==> config.mk <==
export PLATFORM = sky130hd
export DESIGN_NAME = babs_top
export DESIGN_NICKNAME = d
export VERILOG_FILES = /design/src/verilog/babs_pkg.sv /design/src/verilog/babs_top.sv /design/src/verilog/babs_blink.sv
export SDC_FILE = /design/constraint.sdc
export NUM_CORES = 1
export LEC_CHECK = 0
export BUFFER_PORTS_ARGS = -buffer_cell sky130_fd_sc_hd__buf_2
export CAP_MARGIN = 10
export CORE_MARGIN = 10
export CORE_UTILIZATION = 54
export CTS_CLUSTER_DIAMETER = 150
export DETAILED_ROUTE_END_ITERATION = 10
export PLACE_DENSITY = 0.85
export SKIP_LAST_GASP = 1
export SYNTH_ARGS = -nofsm -noshare
export SYNTH_HDL_FRONTEND = slang
export SYNTH_HIERARCHICAL = 1
export SYNTH_SLANG_ARGS = --single-unit
==> constraint.sdc <==
create_clock -name sys_clk -period 3.61 [get_ports sys_clk]
set_clock_uncertainty 0.1 [all_clocks]
set_input_delay 0.5415 -clock sys_clk [delete_from_list [all_inputs] [get_ports sys_clk]]
set_output_delay 0.5415 -clock sys_clk [all_outputs]
set_load 0.02 [all_outputs]
==> src/verilog/babs_pkg.sv <==
// Shared constants and types for the bus address and baud select block.
// Assumes a 10 MHz system clock and a synchronous, active-high reset.
package babs_pkg;

   // ====================================================================
   // Port variants and load phases
   typedef enum logic [1:0] {VAR_SERIAL, VAR_CAN, VAR_DNET, VAR_PBUS}
      babs_variant_e;
   typedef enum logic [0:0] {PH_LOAD, PH_RUN} babs_phase_e;

   // ====================================================================
   // Switch and field limits
   localparam logic [6:0] ADDR_SW_NV  = 7'h00;
   localparam logic [6:0] ADDR_SW_MAX = 7'h63;
   localparam logic [3:0] RATE_SW_NV  = 4'h0;
   localparam logic [6:0] ADDR_RST    = 7'h00;
   localparam logic [3:0] RATE_RST    = 4'h0;
   localparam int         FIRST_INPUT_CH = 12;
   localparam int         NUM_OUT_CH     = 16;
   localparam int         NUM_ALARMS     = 3;

   // ====================================================================
   // Bit rates in baud
   localparam logic [19:0] BD_2400   = 20'h00960;
   localparam logic [19:0] BD_4800   = 20'h012C0;
   localparam logic [19:0] BD_9600   = 20'h02580;
   localparam logic [19:0] BD_19200  = 20'h04B00;
   localparam logic [19:0] BD_10K    = 20'h02710;
   localparam logic [19:0] BD_20K    = 20'h04E20;
   localparam logic [19:0] BD_50K    = 20'h0C350;
   localparam logic [19:0] BD_125K   = 20'h1E848;
   localparam logic [19:0] BD_250K   = 20'h3D090;
   localparam logic [19:0] BD_500K   = 20'h7A120;
   localparam logic [19:0] BD_800K   = 20'hC3500;
   localparam logic [19:0] BD_1M     = 20'hF4240;
   localparam logic [19:0] BD_NONE   = 20'h00000;

   // ====================================================================
   // Timing
   localparam int CLK_HZ      = 10_000_000;
   localparam int SLOW_BLINK_HZ = 2;
   localparam int FAST_BLINK_HZ = 4;
   localparam int HALF_SLOW_CYC = CLK_HZ / (2 * SLOW_BLINK_HZ);
   localparam int HALF_FAST_CYC = CLK_HZ / (2 * FAST_BLINK_HZ);
   localparam int ACT_HOLD_CYC  = 2 * HALF_FAST_CYC;
   localparam int CNT_W         = 24;

endpackage

==> src/verilog/babs_top.sv <==
// Node address and bit rate selection for the secondary bus port,
// plus communication, alarm and per-channel indicators.
// Assumes switches and status inputs are synchronous to sys_clk and
// that selection is made once after reset, as at power-on.
`timescale 1ns/1ps
module babs_top
#(
   parameter int HALF_SLOW_CYC = babs_pkg::HALF_SLOW_CYC,
   parameter int HALF_FAST_CYC = babs_pkg::HALF_FAST_CYC,
   parameter int ACT_HOLD_CYC  = babs_pkg::ACT_HOLD_CYC
)
(
   // Clock and reset
   input  wire logic                    sys_clk,
   input  wire logic                    rst,
   // Variant and switches
   input  wire babs_pkg::babs_variant_e variant,
   input  wire logic [6:0]              addrSwitch,
   input  wire logic [3:0]              rateConfigCode,
   // Nonvolatile memory contents
   input  wire logic [6:0]              nvAddress,
   input  wire logic [3:0]              nvRateCode,
   // Software writes
   input  wire logic                    swAddrWe,
   input  wire logic [6:0]              swAddrData,
   input  wire logic                    swRateWe,
   input  wire logic [3:0]              swRateData,
   // Bus status
   input  wire logic                    commActivity,
   input  wire logic                    pbAddressed,
   input  wire logic                    pbCyclic,
   input  wire logic                    pbInterrupted,
   input  wire logic                    pbParamError,
   // Alarms and channels
   input  wire logic                    alarmConfigured,
   input  wire logic [2:0]              alarmActive,
   input  wire logic [15:0]             outDefined,
   input  wire logic [15:0]             outState,
   input  wire logic [3:0]              chanIsInput,
   input  wire logic [3:0]              inLevel,
   // Selected port settings
   output logic [6:0]                   nodeAddr,
   output logic [3:0]                   rateCode,
   output logic [19:0]                  baudRate,
   output logic                         portEnable,
   output logic                         autoBaud,
   output logic                         configDone,
   // Software readback
   output logic [6:0]                   swAddrRead,
   output logic [3:0]                   swRateRead,
   output logic                         addrFromSwitch,
   output logic                         rateFromSwitch,
   // Indicators
   output logic                         commActivityIndicator,
   output logic [2:0]                   alarmIndicators,
   output logic [15:0]                  outIndicators
);

   // ====================================================================
   // State
   typedef struct packed
   {
      babs_pkg::babs_phase_e      phase;
      logic [6:0]                 nodeAddr;
      logic [3:0]                 rateCode;
      logic [19:0]                baud;
      logic                       portEn;
      logic                       autoBaud;
      logic                       addrFromSw;
      logic                       rateFromSw;
      logic [6:0]                 addrRead;
      logic [3:0]                 rateRead;
      logic [babs_pkg::CNT_W-1:0] holdCnt;
      logic                       commLed;
      logic [2:0]                 alarmLed;
      logic [15:0]                outLed;
   } babs_state_s;

   babs_state_s st_r;
   babs_state_s st_nxt;
   logic        slowPhase;
   logic        fastPhase;

   localparam logic [babs_pkg::CNT_W-1:0] HOLD_LOAD =
      babs_pkg::CNT_W'(ACT_HOLD_CYC);

   // ====================================================================
   // Blink sources
   babs_blink #(.HALF_CYC(HALF_SLOW_CYC)) u_slow
   (
      .sys_clk (sys_clk),
      .rst     (rst),
      .phase   (slowPhase)
   );

   babs_blink #(.HALF_CYC(HALF_FAST_CYC)) u_fast
   (
      .sys_clk (sys_clk),
      .rst     (rst),
      .phase   (fastPhase)
   );

   // ====================================================================
   // Rate table, returns {valid, baud}
   function automatic logic [20:0] rateLookup
   (
      input babs_pkg::babs_variant_e v,
      input logic [3:0]              c
   );
      logic [20:0] r;
      r = {1'b0, babs_pkg::BD_NONE};
      if (v == babs_pkg::VAR_SERIAL)
      begin
         case (c)
            4'h1:    r = {1'b1, babs_pkg::BD_2400};
            4'h2:    r = {1'b1, babs_pkg::BD_4800};
            4'h3:    r = {1'b1, babs_pkg::BD_9600};
            4'h4:    r = {1'b1, babs_pkg::BD_19200};
            default: r = {1'b0, babs_pkg::BD_NONE};
         endcase
      end
      else if (v == babs_pkg::VAR_CAN)
      begin
         case (c)
            4'h1:    r = {1'b1, babs_pkg::BD_20K};
            4'h2:    r = {1'b1, babs_pkg::BD_125K};
            4'h3:    r = {1'b1, babs_pkg::BD_500K};
            4'h4:    r = {1'b1, babs_pkg::BD_1M};
            4'h5:    r = {1'b1, babs_pkg::BD_10K};
            4'h6:    r = {1'b1, babs_pkg::BD_50K};
            4'h7:    r = {1'b1, babs_pkg::BD_250K};
            4'h8:    r = {1'b1, babs_pkg::BD_800K};
            default: r = {1'b0, babs_pkg::BD_NONE};
         endcase
      end
      else if (v == babs_pkg::VAR_DNET)
      begin
         case (c)
            4'h3:    r = {1'b1, babs_pkg::BD_500K};
            4'h7:    r = {1'b1, babs_pkg::BD_250K};
            default: r = {1'b1, babs_pkg::BD_125K};
         endcase
      end
      else
      begin
         r = {1'b1, babs_pkg::BD_NONE};
      end
      return r;
   endfunction

   // ====================================================================
   // Next state
   always_comb
   begin
      logic [20:0] lk;
      logic        swAddr;
      lk     = '0;
      swAddr = 1'b0;
      st_nxt = st_r;
      if (st_r.phase == babs_pkg::PH_LOAD)
      begin
         swAddr = (addrSwitch != babs_pkg::ADDR_SW_NV) &&
                  (addrSwitch <= babs_pkg::ADDR_SW_MAX);
         st_nxt.addrFromSw = swAddr;
         st_nxt.nodeAddr   = swAddr ? addrSwitch : nvAddress;
         st_nxt.rateFromSw = rateConfigCode != babs_pkg::RATE_SW_NV;
         st_nxt.rateCode   = st_nxt.rateFromSw ? rateConfigCode
                                               : nvRateCode;
         st_nxt.phase      = babs_pkg::PH_RUN;
      end
      else
      begin
         if (swAddrWe && !st_r.addrFromSw)
            st_nxt.nodeAddr = swAddrData;
         if (swRateWe && !st_r.rateFromSw)
            st_nxt.rateCode = swRateData;
      end
      lk              = rateLookup(variant, st_nxt.rateCode);
      st_nxt.baud     = lk[19:0];
      st_nxt.portEn   = lk[20];
      st_nxt.autoBaud = variant == babs_pkg::VAR_PBUS;
      st_nxt.addrRead = st_nxt.addrFromSw ? babs_pkg::ADDR_RST
                                          : st_nxt.nodeAddr;
      st_nxt.rateRead = st_nxt.rateFromSw ? babs_pkg::RATE_RST
                                          : st_nxt.rateCode;

      // Traffic stretch keeps short bursts visible
      if (commActivity)
         st_nxt.holdCnt = HOLD_LOAD;
      else if (st_r.holdCnt != '0)
         st_nxt.holdCnt = st_r.holdCnt - 1'b1;

      if (variant == babs_pkg::VAR_PBUS)
      begin
         if (!pbAddressed)
            st_nxt.commLed = 1'b0;
         else if (pbParamError)
            st_nxt.commLed = fastPhase;
         else if (pbInterrupted)
            st_nxt.commLed = slowPhase;
         else
            st_nxt.commLed = pbCyclic;
      end
      else
      begin
         st_nxt.commLed = (st_r.holdCnt != '0) && fastPhase;
      end

      st_nxt.alarmLed = alarmConfigured ? alarmActive : 3'h0;
      for (int i = 0; i < babs_pkg::NUM_OUT_CH; i++)
         st_nxt.outLed[i] = outDefined[i] & outState[i];
      for (int j = 0; j < 4; j++)
         if (chanIsInput[j])
            st_nxt.outLed[babs_pkg::FIRST_INPUT_CH + j] = inLevel[j];
   end

   always_ff @(posedge sys_clk)
   begin
      if (rst)
      begin
         st_r          <= '0;
         st_r.phase    <= babs_pkg::PH_LOAD;
         st_r.nodeAddr <= babs_pkg::ADDR_RST;
         st_r.rateCode <= babs_pkg::RATE_RST;
      end
      else
      begin
         st_r <= st_nxt;
      end
   end

   // ====================================================================
   // Outputs
   assign nodeAddr              = st_r.nodeAddr;
   assign rateCode              = st_r.rateCode;
   assign baudRate              = st_r.baud;
   assign portEnable            = st_r.portEn;
   assign autoBaud              = st_r.autoBaud;
   assign configDone            = st_r.phase == babs_pkg::PH_RUN;
   assign swAddrRead            = st_r.addrRead;
   assign swRateRead            = st_r.rateRead;
   assign addrFromSwitch        = st_r.addrFromSw;
   assign rateFromSwitch        = st_r.rateFromSw;
   assign commActivityIndicator = st_r.commLed;
   assign alarmIndicators       = st_r.alarmLed;
   assign outIndicators         = st_r.outLed;

   // The release edge still loads reset values, so it is kept out
   wire inLoad = !rst && st_r.phase == babs_pkg::PH_LOAD;
endmodule

==> src/verilog/babs_blink.sv <==
// Free-running square wave with 50 percent duty for indicator blinking.
// Assumes HALF_CYC fits in babs_pkg::CNT_W bits and is at least one.
`timescale 1ns/1ps
module babs_blink
#(
   parameter int HALF_CYC = babs_pkg::HALF_SLOW_CYC
)
(
   // Clock and reset
   input  wire logic sys_clk,
   input  wire logic rst,
   // Square wave
   output logic      phase
);

   // ====================================================================
   // State
   typedef struct packed
   {
      logic [babs_pkg::CNT_W-1:0] cnt;
      logic                       phase;
   } babs_blink_s;

   babs_blink_s st_r;
   babs_blink_s st_nxt;

   localparam logic [babs_pkg::CNT_W-1:0] LAST =
      babs_pkg::CNT_W'(HALF_CYC - 1);

   always_comb
   begin
      st_nxt = st_r;
      if (st_r.cnt >= LAST)
      begin
         st_nxt.cnt   = '0;
         st_nxt.phase = ~st_r.phase;
      end
      else
      begin
         st_nxt.cnt = st_r.cnt + 1'b1;
      end
   end

   always_ff @(posedge sys_clk)
   begin
      if (rst)
         st_r <= '0;
      else
         st_r <= st_nxt;
   end

   assign phase = st_r.phase;

endmodule

==> metrics.md <==
| Metric | Value |
|---|---|
| Die area | `17310 sq um` |
| Port bufs | `151` |
| Period utilization | `0.8234` |
| Post-cts hold buffer count | `0` |
| Pin count of the biggest net entering global routing | `42` |
| Largest family of logic cells by synthesized area | `simple AND/OR/NAND/NOR gates` |
| Setup Buffers After CTS | `0` |
| Pre-CTS WS | `around 0.6 ns` |
| Synth top area share | `0.4111` |
| Setup TNS | `0 ns` |
| Worst-path fanout max | `19` |
| Ant diodes | `0` |
| Post-Syn Area | `6720 sq um` |
| CTS max path bufs | `2` |
| Worst-path clk slew | `roughly 0.05 ns` |
| GPL Wtd Cong | `just over 0.9` |
| Status | `finished, final reports clean` |
| Setup crit start kind | `flip-flop` |
| Vias per inst | `5.547` |
| Relative slew slack | `0.2718` |
| Hold Vio Cnt, Final | `0` |
| Hold crit path type | `in -> reg` |
| Most frequent cells after synthesis | `dfxtp_1, nor2_1, buf_4, nand2_1, a21oi_1` |
| Asr flop ratio synth | `0` |
| Post-synth EDFFs | `0` |
| Worst EP required | `3.86 ns` |
| Max-capacitance violation count | `0` |
| Fin. max-slew vios | `0` |
| Worst setup startpoint | `configDone$_DFF_P_` |
| Synth warn | `6` |
| Post-route ant nets | `0` |
| TritonRoute pass-1 iters | `6` |
| Cts bufs inserted | `17` |
| Synth cell types | `74` |
| # clock sinks | `138` |
| WL per Instance | `16.37 um` |
| Vias in the first global route | `5478` |
| RSZ-0062 raised after global routing | `no` |
| CTS root buffer | `clkbuf_16` |
| Leak pwr | `3.184 nW` |
| Sequential fraction of the synthesis area | `0.4111` |
| Layout cells sized above 1 | `0.2654` |
| Mapped Cells | `between 700 and 800` |
| Critical path type | `reg -> reg` |
| Layout area overhead | `14.89%` |
| H-tree lvl count | `4` |
| Num rows | `40` |
| Top cell type by total area after synthesis | `dfxtp_1` |
| Clk_lat worst skew | `about 0.42 ns` |
| First-pass GRT wire length | `27240 um` |
| Number of synthesized register bits | `138` |
| Die Wd | `131.6 um` |
| Crit path DAT | `3.22 ns` |
| Initial Util | `0.5549` |
| Die Span Y | `131.6 um` |
| Top area cells in the synthesized netlist | `dfxtp_1, buf_4, nor2_1, a21oi_1, xor2_1` |
| Mux share of post-synthesis cell area | `0.02495` |
| Routed WL | `16880 um` |
| Residual DRC count | `0` |
| Core Area | `12110 sq um` |
| GRT Total Usage | `0.1888` |
| Finish-stage setup viols | `0` |
| Post-DP HPWL | `12140 um` |
| Post-cts sizing count | `0` |
| IO Pins | `155` |
| Min Tclk post-route | `2.972 ns` |
| Worst-Margin Slew | `roughly 1.1 ns` |
| Most common cell in the netlist | `dfxtp_1` |
| RR Startpoint | `configDone$_DFF_P_` |
| Post-synth top flop | `dfxtp_1` |
| Initial antenna violation count | `0` |
| CP Capture Type | `flip-flop` |
| Simple-gate area share of the yosys netlist | `0.2631` |
| FMAX | `roughly 0.34 GHz` |
| Cell area power density | `between 400 and 500 nW/um^2` |
| Xor/xnor share of the synthesized area | `0.05344` |
| Final core utilization | `0.6375` |
| Hold_sp | `alarmActive[0]` |
| Compound-gate portion of the synthesized area | `0.1333` |
| Syn avg cell area | `8.866 sq um` |
| Worst setup margin | `roughly 0.64 ns` |
| Layout Nets | `946` |
| Initial DRC count | `452` |
| Adder-Cell Fraction of Synth Area | `0.01489` |
| CTS tree | `done` |
| Peak supply drop | `0.0002999 V` |
| Vias | `~5700` |
| Total grt overflow | `0` |
## report_power, final
| group | total (mW) | internal, mW | switching, mW |
|---|---|---|---|
| sequential | 1.63 | 1.59 | 0.0408 |
| clock | 1.68 | 1.06 | 0.618 |
| combinational | 0.486 | 0.187 | 0.299 |
## area by class of cell
type / instances / area, sq um
tap: 168 / 210.2
multi-input combinational: 520 / 3321
fill: 1047 / 4390
clock inverter: 8 / 92.59
clock buffer: 24 / 481.7
timing repair buffer: 155 / 785.8
inverter: 18 / 67.56
sequential: 138 / 2763
## worst max-delay path, cell delays in order, from the launching register on
cell and delay [ns]:
dfxtp_1 0.69, inv_1 0.35, o211a_1 0.40, inv_1 0.15, ha_1 0.33, inv_1 0.12, or4b_2 0.64, a21oi_1 0.13
## layer usage
metal | GRT usage | vias up | part of all wire
li1 | - | 2795 | -
met1 | 0.2229 | 2675 | 0.43
met2 | 0.3168 | 206 | 0.49
met3 | 0.04688 | 43 | 0.057
met4 | 0.08405 | 0 | 0.025
met5 | 0 | - | 0
## cell usage in the layout, fill, tap and decap left out, types with 16 or more instances in the layout
master | netlist | layout
o21ai_0 | 20 | 20
a21oi_1 | 39 | 39
buf_2 | 2 | 151
or3_1 | 16 | 16
dfxtp_1 | 138 | 138
xnor2_1 | 19 | 19
nand3_1 | 29 | 29
nor2_2 | 18 | 18
xor2_1 | 22 | 22
and3_1 | 19 | 19
nand2_1 | 46 | 46
clkbuf_16 | 0 | 17
nor2_1 | 83 | 83
inv_1 | 17 | 17
## per-stage QoR
| stage | hold WS [ns] | cells | total power [mW] | area (sq um) |
|---|---|---|---|---|
| after detailed placement | 0.3442 | 999 | 2.137 | 7147 |
| after CTS | 0.2154 | 1031 | 3.813 | 7721 |
| after global placement | 0.3399 | 999 | 2.128 | 7147 |
| after floorplan | 0.3274 | 763 | 2.020 | 6739 |
| final | 0.2256 | 1031 | 3.797 | 7721 |
| after global routing | 0.2328 | 1031 | 3.942 | 7721 |
## state kept, by name (all words and copies together), names as in the netlist, 3 cells and up
name / cells
alarmIndicators: 3
rateCode: 4
swAddrRead: 7
baudRate: 17
outIndicators: 16
swRateRead: 4
u_fast/st_r: 24
st_r: 24
nodeAddr: 7
u_slow/st_r: 24
## final timing paths
kind	to	slack (ns)	depth (start not counted)
worst min register to register	u_slow/st_r[1]$_SDFF_PP0_	0.35	1
worst min-delay path	alarmIndicators[0]$_SDFF_PP0_	0.23	2
worst max-delay path	baudRate[7]$_SDFF_PP0_	0.64	7
worst max register to register	baudRate[7]$_SDFF_PP0_	0.64	7
## cells by family after synthesis
kind of cell,after synthesis
compound gates,130
xor+xnor,41
fa+ha+maj,8
buf+inv,105
flops,138
mux,16
other cells,3
simple gates,317
(Power assumes the default switching activity.)
